===== config.mk =====
export PLATFORM = sky130hd
export DESIGN_NAME = dpt_sfdp_read
export DESIGN_NICKNAME = d
export VERILOG_FILES = /design/src/common/dpt_pkg.sv /design/src/rtl/dpt_sfdp_read.sv /design/src/rtl/dpt_table_rom.sv
export VERILOG_INCLUDE_DIRS = /design/src /design/src/common
export SDC_FILE = /design/constraint.sdc
export NUM_CORES = 1
export LEC_CHECK = 0
export BUFFER_PORTS_ARGS = -buffer_cell sky130_fd_sc_hd__buf_2
export CORE_MARGIN = 3
export CORE_UTILIZATION = 55
export DETAILED_ROUTE_END_ITERATION = 8
export PLACE_DENSITY = 0.81
export REMOVE_ABC_BUFFERS = 1
export SETUP_SLACK_MARGIN = 0.2
export SLEW_MARGIN = 25
export SYNTH_ARGS = -nofsm -noshare
export SYNTH_HDL_FRONTEND = slang
export SYNTH_SLANG_ARGS = --single-unit

===== constraint.sdc =====
create_clock -name clk -period 2.89 [get_ports clk]
set_clock_uncertainty 0.2 [all_clocks]
set_input_delay 0.578 -clock clk [delete_from_list [all_inputs] [get_ports clk]]
set_output_delay 0.578 -clock clk [all_outputs]
set_load 0.005 [all_outputs]

===== src/common/dpt_defs.svh =====
// constants of the discoverable parameter table read path
// assumes one clock domain; included by name from the modules
`ifndef DPT_DEFS_SVH
`define DPT_DEFS_SVH

// ----------------------------------------------------------------------
// command framing
// ----------------------------------------------------------------------
`define DPT_CMD_READ        8'h5A
`define DPT_BYTE_LAST       5'h07
`define DPT_ADDR_LAST       5'h17
`define DPT_DUMMY_LAST      5'h07

// ----------------------------------------------------------------------
// header contents
// ----------------------------------------------------------------------
`define DPT_SIG_S           8'h53
`define DPT_SIG_F           8'h46
`define DPT_SIG_D           8'h44
`define DPT_SIG_P           8'h50
`define DPT_REV_MINOR       8'h06
`define DPT_REV_MAJOR       8'h01
`define DPT_NUM_HDRS        8'h01
`define DPT_FILL            8'hFF
`define DPT_ID_BASIC        8'h00
`define DPT_ID_4BAI         8'h84
`define DPT_REV_4BAI_MINOR  8'h00
`define DPT_LEN_BASIC       8'h10
`define DPT_LEN_4BAI        8'h02
`define DPT_PTR_BASIC       24'h00_0300
`define DPT_PTR_4BAI        24'h00_0340
`define DPT_HDR_BYTES       24'h00_0018

`endif


===== src/common/dpt_pkg.sv =====
// types of the discoverable parameter table read path
// assumes dpt_defs.svh sits beside it
package dpt_pkg;

  // gray along idle, command, address, dummy, data
  typedef enum logic [2:0] {
    DPT_IDLE   = 3'h0,
    DPT_CMD    = 3'h1,
    DPT_ADDR   = 3'h3,
    DPT_DUMMY  = 3'h2,
    DPT_DATA   = 3'h6,
    DPT_IGNORE = 3'h7
  } dpt_state_t;

endpackage : dpt_pkg


===== src/rtl/dpt_sfdp_read.sv =====
// serial read port of the discoverable parameter space, mode 0 framing
// assumes pins arrive synchronous to clk and sclk runs no faster than clk / 2
//
// Summary of operation
// - Instruction 5Ah returns bytes from a space apart from the main array.
// - The space starts with its header at byte address zero, the entry point.
// - Bytes 00h to 03h hold signature 53h, 46h, 44h, 50h.
// - Header gives format revision plus revision and pointer for each table.
// - First parameter table starts at 0300h; bytes before it are undefined.
// - Space after header and after tables is undefined; host must not rely.
// - Physical order: header, basic flash table, then four-byte-address table.
// - Space is factory fixed and read-only; writes or erases change nothing.
// - Byte 04h minor revision 06h, byte 05h major revision 01h.
// - Byte 06h header count zero based, 01h; byte 07h reads FFh.
// - Headers give length in dwords, basic 10h, then an aligned pointer.
`timescale 1ns/100ps
`include "dpt_defs.svh"

module dpt_sfdp_read (
  // clock and reset
  input  wire logic clk,
  input  wire logic sys_rst,
  // serial pins
  input  wire logic csN,
  input  wire logic sclk,
  input  wire logic mosi,
  output logic      miso,
  output logic      misoEnN,
  // status
  output logic      readActive
);

  localparam logic [23:0] PtrBasic = `DPT_PTR_BASIC;
  localparam logic [23:0] Ptr4b    = `DPT_PTR_4BAI;

  // ----------------------------------------------------------------------
  // state
  // ----------------------------------------------------------------------
  dpt_pkg::dpt_state_t stateQ;
  dpt_pkg::dpt_state_t stateD;
  logic        sclkQ;
  logic [4:0]  cntQ;
  logic [4:0]  cntD;
  logic [7:0]  cmdQ;
  logic [7:0]  cmdD;
  logic [7:0]  cmdIn;
  logic [23:0] addrQ;
  logic [23:0] addrD;
  logic [7:0]  outQ;
  logic [7:0]  outD;
  logic        soQ;
  logic        soD;
  logic        sclkRise;
  logic        sclkFall;
  logic [7:0]  romData;

  dpt_table_rom uRom (
    .romAddr (addrQ),
    .romData (romData)
  );

  assign sclkRise   = sclk & ~sclkQ;
  assign sclkFall   = ~sclk & sclkQ;
  assign miso       = soQ;
  assign misoEnN    = ~((stateQ == dpt_pkg::DPT_DATA) & ~csN);
  assign readActive = (stateQ == dpt_pkg::DPT_DATA);

  // ----------------------------------------------------------------------
  // next state
  // ----------------------------------------------------------------------
  // sampling on rising sclk and shifting on falling sclk gives the host a
  // half serial period of setup on miso
  always_comb begin
    stateD = stateQ;
    cntD   = cntQ;
    cmdD   = cmdQ;
    addrD  = addrQ;
    outD   = outQ;
    soD    = soQ;
    cmdIn  = {cmdQ[6:0], mosi};
    if (csN) begin
      stateD = dpt_pkg::DPT_IDLE;
      cntD   = 5'h00;
    end else begin
      case (stateQ)
        dpt_pkg::DPT_IDLE: begin
          stateD = dpt_pkg::DPT_CMD;
          cntD   = 5'h00;
        end
        dpt_pkg::DPT_CMD: begin
          if (sclkRise) begin
            cmdD = cmdIn;
            cntD = cntQ + 5'h01;
            if (cntQ == `DPT_BYTE_LAST) begin
              cntD = 5'h00;
              // anything else, program and erase included, is ignored
              if (cmdIn == `DPT_CMD_READ) begin
                stateD = dpt_pkg::DPT_ADDR;
              end else begin
                stateD = dpt_pkg::DPT_IGNORE;
              end
            end
          end
        end
        dpt_pkg::DPT_ADDR: begin
          if (sclkRise) begin
            addrD = {addrQ[22:0], mosi};
            cntD  = cntQ + 5'h01;
            if (cntQ == `DPT_ADDR_LAST) begin
              cntD   = 5'h00;
              stateD = dpt_pkg::DPT_DUMMY;
            end
          end
        end
        dpt_pkg::DPT_DUMMY: begin
          if (sclkRise) begin
            cntD = cntQ + 5'h01;
            if (cntQ == `DPT_DUMMY_LAST) begin
              cntD   = 5'h00;
              stateD = dpt_pkg::DPT_DATA;
            end
          end
        end
        dpt_pkg::DPT_DATA: begin
          if (sclkFall) begin
            if (cntQ == 5'h00) begin
              // fetch and advance; the 24-bit address wraps at the top
              soD   = romData[7];
              outD  = {romData[6:0], 1'b0};
              addrD = addrQ + 24'h00_0001;
            end else begin
              soD  = outQ[7];
              outD = {outQ[6:0], 1'b0};
            end
            cntD = (cntQ == `DPT_BYTE_LAST) ? 5'h00 : cntQ + 5'h01;
          end
        end
        dpt_pkg::DPT_IGNORE: begin
          stateD = dpt_pkg::DPT_IGNORE;
        end
        default: begin
          stateD = dpt_pkg::DPT_IDLE;
        end
      endcase
    end
  end

  // ----------------------------------------------------------------------
  // registers
  // ----------------------------------------------------------------------
  always_ff @(posedge clk) begin
    if (sys_rst) begin
      stateQ <= dpt_pkg::DPT_IDLE;
      sclkQ  <= 1'b0;
      cntQ   <= 5'h00;
      cmdQ   <= 8'h00;
      addrQ  <= 24'h00_0000;
      outQ   <= 8'h00;
      soQ    <= 1'b0;
    end else begin
      stateQ <= stateD;
      sclkQ  <= sclk;
      cntQ   <= cntD;
      cmdQ   <= cmdD;
      addrQ  <= addrD;
      outQ   <= outD;
      soQ    <= soD;
    end
  end
endmodule : dpt_sfdp_read


===== src/rtl/dpt_table_rom.sv =====
// read-only byte image of the discoverable parameter space
// assumes a combinational lookup; the caller registers the result
`timescale 1ns/100ps
`include "dpt_defs.svh"

module dpt_table_rom (
  // lookup
  input  wire logic [23:0] romAddr,
  output logic      [7:0]  romData
);

  localparam logic [23:0] PtrBasic = `DPT_PTR_BASIC;
  localparam logic [23:0] Ptr4b    = `DPT_PTR_4BAI;

  // ----------------------------------------------------------------------
  // header image: signature, revisions, two parameter headers
  // ----------------------------------------------------------------------
  // constant array only: nothing here can be written, so no command alters it
  localparam logic [7:0] Hdr [0:23] = '{
    `DPT_SIG_S, `DPT_SIG_F, `DPT_SIG_D, `DPT_SIG_P,
    `DPT_REV_MINOR, `DPT_REV_MAJOR, `DPT_NUM_HDRS, `DPT_FILL,
    `DPT_ID_BASIC, `DPT_REV_MINOR, `DPT_REV_MAJOR, `DPT_LEN_BASIC,
    PtrBasic[7:0], PtrBasic[15:8], PtrBasic[23:16], `DPT_FILL,
    `DPT_ID_4BAI, `DPT_REV_4BAI_MINOR, `DPT_REV_MAJOR, `DPT_LEN_4BAI,
    Ptr4b[7:0], Ptr4b[15:8], Ptr4b[23:16], `DPT_FILL
  };

  // table bodies are not carried here; they read as fill like undefined space
  always_comb begin
    if (romAddr < `DPT_HDR_BYTES) begin
      romData = Hdr[romAddr[4:0]];
    end else begin
      romData = `DPT_FILL;
    end
  end

endmodule : dpt_table_rom


==> results of run 1 <==
## cells by family (layout without fill, tap and decap cells)
group | Yosys count | count (layout)
AOI/OAI and AO/OA | 118 | 118
DFF | 48 | 48
xor gates and xnor gates | 2 | 2
muxes | 9 | 9
and+or+nand+nor | 153 | 153
buffers and inverters | 43 | 34
adders and majority gates | 8 | 8
## path summary, 6_finish.rpt
kind | start | cells past startpoint | slack, ns | end
max | stateQ[2] | 4 | 0.40 | readActive
min | outQ[2] | 2 | 0.26 | outQ[2]
max reg2reg | addrQ[0] | 6 | 0.59 | addrQ[18]
min reg2reg | outQ[2] | 2 | 0.26 | outQ[2]
## cells in the final DEF (no fill, tap or decap), drive strengths merged, types with 5 or more instances in the layout
cell type,synthesis,routed
dfxtp,48,48
nor2,34,34
o21ai,32,32
nand2,29,29
a21oi,26,26
nand3,15,15
nor3,14,14
buf,10,14
inv,12,12
nand2b,9,9
a31oi,9,9
mux2i,8,8
ha,8,8
nand4,7,7
nor4,7,7
a311oi,7,7
or3,7,7
a211oi,6,6
and4,5,5
clkbuf,21,5
or2,5,5
## state kept, by name (all words and copies together) (netlist names)
name,cells
stateQ,3
cmdQ,7
addrQ,24
sclkQ,1
cntQ,5
miso,1
outQ,7
## synth_stat cells (2+ instances only)
cell	n	area [um^2]
nand4_1	7	43.8
or4_1	2	15.0
nor4b_1	2	17.5
o21a_1	4	30.0
buf_2	8	40.0
nand3_1	15	75.1
mux2i_1	8	80.1
a22oi_1	2	15.0
buf_6	2	22.5
and2_1	4	25.0
nor3_1	12	60.1
or2_1	2	12.5
or3_2	4	30.0
a211oi_1	6	45.0
o32ai_1	2	17.5
a211o_1	2	17.5
clkbuf_1	21	78.8
or2_2	3	18.8
o22ai_1	3	18.8
o21ai_0	27	135
nor2b_1	2	12.5
dfxtp_1	48	961
o311ai_0	4	35.0
inv_1	12	45.0
a22o_1	4	35.0
and4_1	5	43.8
nand4b_1	4	35.0
nand2b_1	9	56.3
o211ai_1	4	30.0
a311oi_1	7	61.3
nor4_1	7	43.8
o21ai_1	5	25.0
a31oi_1	9	56.3
o31ai_1	2	15.0
a21oi_1	26	130
nor2_1	34	128
and3_1	2	12.5
nor3_2	2	20.0
ha_1	8	100
or3_1	3	18.8
nand2_1	29	109
## power groups by stage
stage	clock (mW)	sequential (mW)	combinational (mW)
floorplan	0	0.682	0.0230
global placement	0	0.683	0.0422
detailed placement	0	0.683	0.0436
CTS	0.501	0.668	0.0438
global route	0.528	0.668	0.0483
finish	0.493	0.667	0.0441
## layout make-up
| class | count | share of cell area |
|---|---|---|
| Clock inverter | 3 | 0.0136 |
| Sequential cell | 48 | 0.308 |
| Multi-Input combinational cell | 290 | 0.586 |
| Tap cell | 70 | 0.0280 |
| Inverter | 12 | 0.0144 |
| Clock buffer | 5 | 0.0220 |
| Timing Repair Buffer | 14 | 0.0280 |
## worst max-delay path, stage by stage, from the launching register on
cell and delay (ns):
dfxtp_1 0.52, nand3b_1 0.19, buf_4 0.21, inv_1 0.29, buf_2 0.19
## what timing repair did
action / CTS / global route
gates resized for setup: 0 / 1
setup buffers: 0 / 0
endpoints found under the setup margin: 0 / 1
## layer usage
metal,wire length (um),GRT usage,up-vias,part of all wire
met2,3180,0.366,94,0.46
met3,356,0.0327,17,0.052
met1,3210,0.310,1338,0.47
met5,0,0,-,0
li1,-,-,1397,-
met4,123,0.0704,0,0.018
==> impl_metrics.ini, run 1 <==
[outcome]
status = complete, no violations

[placement]
pre_cts_slack_ns = 0.441
place.gp.congestion = 0.898
io_buffers = 7
post-place-cells = 434
dpl.hpwl_um = 4640
post_dp_cell_area_um2 = 3020

[timing]
grt_setup_unrepaired = false
finalMaxSlewViolations = 0
holdWs_ns = 0.257
max_freq_mhz = 401
relSlewSlack = 0.500
fin_ws_ns = 0.397
worstMarginPinSlew_ns = 0.744
setup_viol = 0
min_period_over_period = 0.863
setup_tns_ns = 0
fin_crit_ns = 2.49
hold_viol = 0

[detailed_routing]
post_drt_wl_per_cell_um = 15.6
drtIter0Drc = 272
wirelength_um = 6880
vias = 2846
drtPass1Iterations = 4
via_per_inst = 6.44
drc_errors = 0
drtAntennaViolNets = 0

[floorplanning]
core_um2 = 5170
initial_utilization = 0.576
fp.dieH_um = 79.6
die-area_um2 = 6340
row_count = 26
ioPinCount = 8
die_w_um = 79.6

[logic_synthesis]
synthArstFlopShare = 0
yosysSeqAreaShare = 0.322
synthesis.area_um2 = 2980
synth_seq_cells = 48
synth_compound_area_frac = 0.257
synthAdderAreaFrac = 0.0336
synth_edf_count = 0
synth-main-ff-cell = dfxtp_1
synthSimpleGateAreaFrac = 0.284
synth_top_family_by_area = simple AND/OR/NAND/NOR gates
synth_mux_area_frac = 0.0344
synth_warnings = 0
synthCells = 381
yosysUniqueCellTypes = 60
syn_area_per_cell_um2 = 7.83
synth_xor_area_frac = 0.00587

[power_and_ir_drop]
seq_power_share = 0.554
powerDensity_nw_per_um2 = 385
p_clk_frac = 0.409
p_leak_nw = 1.02
swShare = 0.223
p_sw_mw = 0.269
p_int_mw = 0.936
peakVddDrop_uv = 287
total_power_mw = 1.20
power_frac_comb = 0.037

[clocking]
cts_made_buffers = 5
cts_buffer_depth = 2
holdBufCountCts = 0
clk_latency_ns = 0.30
tritoncts = yes
cts_sinks = 48
h-tree-depth = 2
cts_root_buf = clkbuf_8
clk_pin_slew_ns = 0.09

[critical_path]
crit_path_start_kind = flop
arrival_ns = 1.72
critical_path_class = flop to output pin
cp_max_fo = 12
required_ns = 2.11
crit_path_end_kind = output pin

[global_route]
grt_pass1_vias = 2532
grt_pass1_wl_um = 11700
grt_antenna_before_repair = 0
grt.overflow.total = 0
groute.usage.overall = 0.226
grt_max_degree = 30

[finish]
n_fill_cell = 456
final_cells = 442
multi_input_area_um2 = 1830
fin_nets = 384
area_delta_synth_final_pct = 4.91
seqCellArea_um2 = 962
finish.instance_area_um2 = 3130
insertedDiodeCount = 0
drive_above_1_share = 0.102
final_core_util = 0.605

[job]
maxCapViolCount = 0

[worst_hold_path]
hold_class = flop to flop
No activity file was read; power rests on OpenSTA's default activity.
==> run 2, diff against run 1 <==
Clock period 2.89 ns to 2.9 ns, I/O delays scaled along.
==> run 2 against run 1 <==
Power shrank 5.7%. Final area shrank 0.52%. Clock power shrank 13%. Critical path type unchanged. Largest cell class unchanged.
==> impl_metrics.ini, run 2 (synthesis results as in run 1) <==
[finish]
largest_reg_flops = 24
final_common_cell = dfxtp_1
final_cell_mix = dfxtp_1 (47), nor2_1 (34), nand2_1 (29)
finish.instance_area_um2 = 3110
largestRegisters = addrQ: 24 flops, cmdQ: 7 flops, outQ: 7 flops
final_core_util = 0.602
fin_nets = 384
largest-register = addrQ
final_cells = 442
insertedDiodeCount = 0
area_delta_synth_final_pct = 4.36
drive_above_1_share = 0.102

[clocking]
postCtsSetupBuffers = 0
cts_made_buffers = 5
cts_buffer_depth = 2
clk_pin_slew_ns = 0.10
cts_sinks = 48
clk_latency_ns = 0.31
tritoncts = yes
cts_root_buf = clkbuf_8
h-tree-depth = 2

[worst_hold_path]
hold_class = flop to flop

[global_route]
grt.overflow.total = 0
grt_pass1_vias = 2681
groute.usage.overall = 0.234
grt_max_degree = 30
grt_pass1_wl_um = 12200
gr-usage-met2 = 0.377
use_met1 = 0.312
grt_antenna_before_repair = 0
gr-usage-met3 = 0.0429
top_usage_layer = met2

[critical_path]
cp_max_fo = 12
arrival_ns = 1.73
required_ns = 2.12
critical_path_class = flop to output pin
crit_path_end_kind = output pin
crit_path_start_kind = flop

[floorplanning]
row_count = 26
initial_utilization = 0.576
die_w_um = 79.6
ioPinCount = 8
die-area_um2 = 6340
core_um2 = 5170
fp.dieH_um = 79.6

[detailed_routing]
wirelength_um = 6900
via_per_inst = 6.53
drc_errors = 0
drtIter0Drc = 209
drtPass1Iterations = 5
vias = 2888
drtAntennaViolNets = 0
post_drt_wl_per_cell_um = 15.6

[timing]
setup_tns_ns = 0
worstMarginPinSlew_ns = 0.755
fin_crit_ns = 2.51
grt_setup_unrepaired = false
setup_viol = 0
max_freq_mhz = 399
min_period_over_period = 0.864
relSlewSlack = 0.493
fin_ws_ns = 0.394
finalMaxSlewViolations = 0
holdWs_ns = 0.255
hold_viol = 0

[placement]
post-place-cells = 434
pre_cts_slack_ns = 0.447
post_dp_cell_area_um2 = 3020
dpl.hpwl_um = 4710
io_buffers = 7
place.gp.congestion = 0.896

[power_and_ir_drop]
peakVddDrop_uv = 299
total_power_mw = 1.14
p_leak_nw = 1.02
powerDensity_nw_per_um2 = 365

[job]
maxCapViolCount = 0

[outcome]
status = complete, no violations
-- run 2: final timing paths --
path | depth (start not counted) | start | slack (ns) | end
min | 2 | outQ[1] | 0.26 | outQ[1]
max reg2reg | 6 | addrQ[0] | 0.61 | addrQ[18]
min reg2reg | 2 | outQ[1] | 0.26 | outQ[1]
max | 4 | stateQ[2] | 0.39 | readActive
-- run 2: what timing repair did --
| item | CTS | global route |
|---|---|---|
| setup endpoints to repair | 0 | 1 |
| hold buffers | 0 | 0 |
| gates resized for setup | 0 | 1 |
-- run 2: critical path, stage by stage, from the launching register on --
cell	delay, ns
dfxtp_1	0.53
nand3b_1	0.18
buf_4	0.21
inv_1	0.30
buf_2	0.19
-- run 2: metal layers --
metal  share of wire  up-vias  wire, um
met4           0.022        0       154
li1                -     1393         -
met1            0.46     1375      3210
met5               0        -         0
met2            0.45      100      3130
met3           0.058       20       402
-- run 2: where the power goes --
group | switching (mW) | internal [mW]
clock network | 0.249 | 0.178
logic | 0.0274 | 0.0164
registers | 0.00429 | 0.661
total | 0.281 | 0.855
-- run 2: area by class of cell --
class                      count  area, um^2
clock inverter                 3        26.3
tap                           70        87.6
inverter                      12        45.0
clock buffer                   5        68.8
fill                         464        2060
timing repair buffer          14        87.6
sequential                    48         962
multi-input combinational    290        1830
==> run 3, diff against run 2 <==
Settings changed: CORE_UTILIZATION 55 to 65, GPL_TIMING_DRIVEN set to 0, PLACE_DENSITY 0.81 to 0.92, RECOVER_POWER set to 25.
==> run 3 against run 2 <==
Combinational power barely moved. Global-route usage rose by 5.7 points. Critical endpoint unchanged. Final area fell by 0.12%. Sequential cell count did not move. Via count rose by 0.90%.
==> impl_metrics.ini, run 3 (synthesis results as in run 1) <==
[worst_hold_path]
hold_depth = 2
min_to = outQ[2]
hold_class = flop to flop
hp-start = outQ[2]

[placement]
post_dp_cell_area_um2 = 2960
place.gp.congestion = 0.906
io_buffers = 7
pre_cts_slack_ns = -0.419
dpl.hpwl_um = 4610
post-place-cells = 410

[timing]
max_freq_mhz = 396
min_period_over_period = 0.870
fin_crit_ns = 2.52
hold_viol = 0
worstMarginPinSlew_ns = 0.838
grt_setup_unrepaired = false
relSlewSlack = 0.441
fin_ws_ns = 0.377
setup_viol = 0
finalMaxSlewViolations = 0

[finish]
final_cells = 424
fin_nets = 384
final_common_cell = dfxtp_1
n_fill_cell = 348
insertedDiodeCount = 0
drive_above_1_share = 0.102
final_cell_mix = dfxtp_1 (48), nor2_1 (33), nand2_1 (29)
finish.instance_area_um2 = 3110
area_delta_synth_final_pct = 4.24
largestRegisters = addrQ: 24 flops, cmdQ: 7 flops, outQ: 7 flops
largest-register = addrQ
largest_reg_flops = 24
final_core_util = 0.709

[detailed_routing]
drc_errors = 0
vias = 2914
drtPass1Iterations = 5
drtAntennaViolNets = 0
via_per_inst = 6.87
wirelength_um = 7290
drtIter0Drc = 282
post_drt_wl_per_cell_um = 17.2

[global_route]
grt_max_degree = 47
grt_pass1_wl_um = 12600
use_met1 = 0.384
gr-usage-met2 = 0.474
grt_antenna_before_repair = 0
grt_pass1_vias = 2698
groute.usage.overall = 0.291
gr-usage-met3 = 0.0506
top_usage_layer = met2
grt.overflow.total = 0

[clocking]
tritoncts = yes
cts_buffer_depth = 2
h-tree-depth = 2
cts_sinks = 48
clk_latency_ns = 0.31
cts_made_buffers = 5
cts_root_buf = clkbuf_8
clk_pin_slew_ns = 0.09
holdBufCountCts = 0

[floorplanning]
ioPinCount = 8
fp.dieH_um = 73.7
row_count = 24
initial_utilization = 0.680
core_um2 = 4380
die-area_um2 = 5440
die_w_um = 73.7

[critical_path]
required_ns = 2.12
cpLargestDelayFamily = buffers and inverters
reg2reg_to = outQ[7]
rr_startpoint = stateQ[1]
crit_path_max_incr_delay_ns = 0.61
reg2reg_slack_ns = 0.48
critical_path_buf_inv_count = 3
arrival_ns = 1.74
critical_path_class = flop to output pin
critical-path-slowest-cell = dfxtp_1
cp_max_fo = 13
crit_path_end_kind = output pin
path_cells = nand3b_1 > buf_4 > clkinvlp_4 > buf_2
reg2reg_depth = 6
crit_path_start_kind = flop
cp.depth = 4

[power_and_ir_drop]
powerDensity_nw_per_um2 = 365
peakVddDrop_uv = 303
total_power_mw = 1.13
p_leak_nw = 0.989

[outcome]
status = complete, no violations

[job]
maxCapViolCount = 0
==> run 3: cell count changes in the layout (fill, tap and decap cells not counted), sizes merged <==
cell / previous run / this run
nand3b: 1 / 2
inv: 14 / 11
clkinv: 1 / 0
clkinvlp: 0 / 3
clkbuf: 5 / 7
buf: 14 / 12
==> run 3: per-stage QoR <==
| stage | hold slack, ns | TNS (ns) |
|---|---|---|
| 2_1_floorplan | 0.223 | 0 |
| 4_1_cts | 0.261 | 0 |
| 3_3_place_gp | 0.236 | -9.61 |
| 3_5_place_dp | 0.248 | -4.43 |
| 6_report | 0.256 | 0 |
| 5_1_grt | 0.284 | 0 |
==> run 3: power by group <==
group	total (mW)	switching (mW)	internal, mW
clock network	0.425	0.231	0.194
registers	0.666	0.00478	0.661
logic	0.0441	0.0283	0.0158
total	1.13	0.264	0.871
==> run 3: area by class of cell <==
class,count,area (um^2),area share
clock buffer,7,86.3,0.0278
timing repair buffer,12,80.1,0.0258
tap,52,65.1,0.0209
multi-input combinational,291,1850,0.597
timing repair inverter,1,5.00,0.00161
clock inverter,1,7.51,0.00242
inverter,12,48.8,0.0157
sequential,48,961,0.309
==> run 3: metal layers <==
layer	wire [um]	share of wire
met5	0	0
met4	126	0.017
met3	566	0.078
met2	3530	0.48
met1	3060	0.42
==> run 3: what timing repair did <==
item                                   CTS  global route
cloned                                   2             0
gates resized for setup                  2             1
endpoints found under the hold margin    0             0
pin swaps                                0             0
setup buffers                            3             1
setup endpoints to repair               28            11
==> run 3: how the worst max path moves through the flow <==
| stage | startpoint | to | slack [ns] |
|---|---|---|---|
| after CTS | cntQ[0] | addrQ[18] | 0.33 |
| after global placement | sclk | addrQ[8] | -0.48 |
| after global routing | stateQ[0] | readActive | 0.31 |
| after detailed placement | stateQ[1] | outQ[2] | -0.42 |
| final | stateQ[0] | readActive | 0.38 |
| after floorplan | sclk | addrQ[8] | 0.25 |
==> run 3: worst register-to-register path, cell delays in order (launching register included) <==
cell	delay, ns
dfxtp_1	0.63
nand3b_1	0.16
buf_4	0.20
or3_1	0.46
or3_2	0.44
o21ai_0	0.11
a311oi_1	0.07
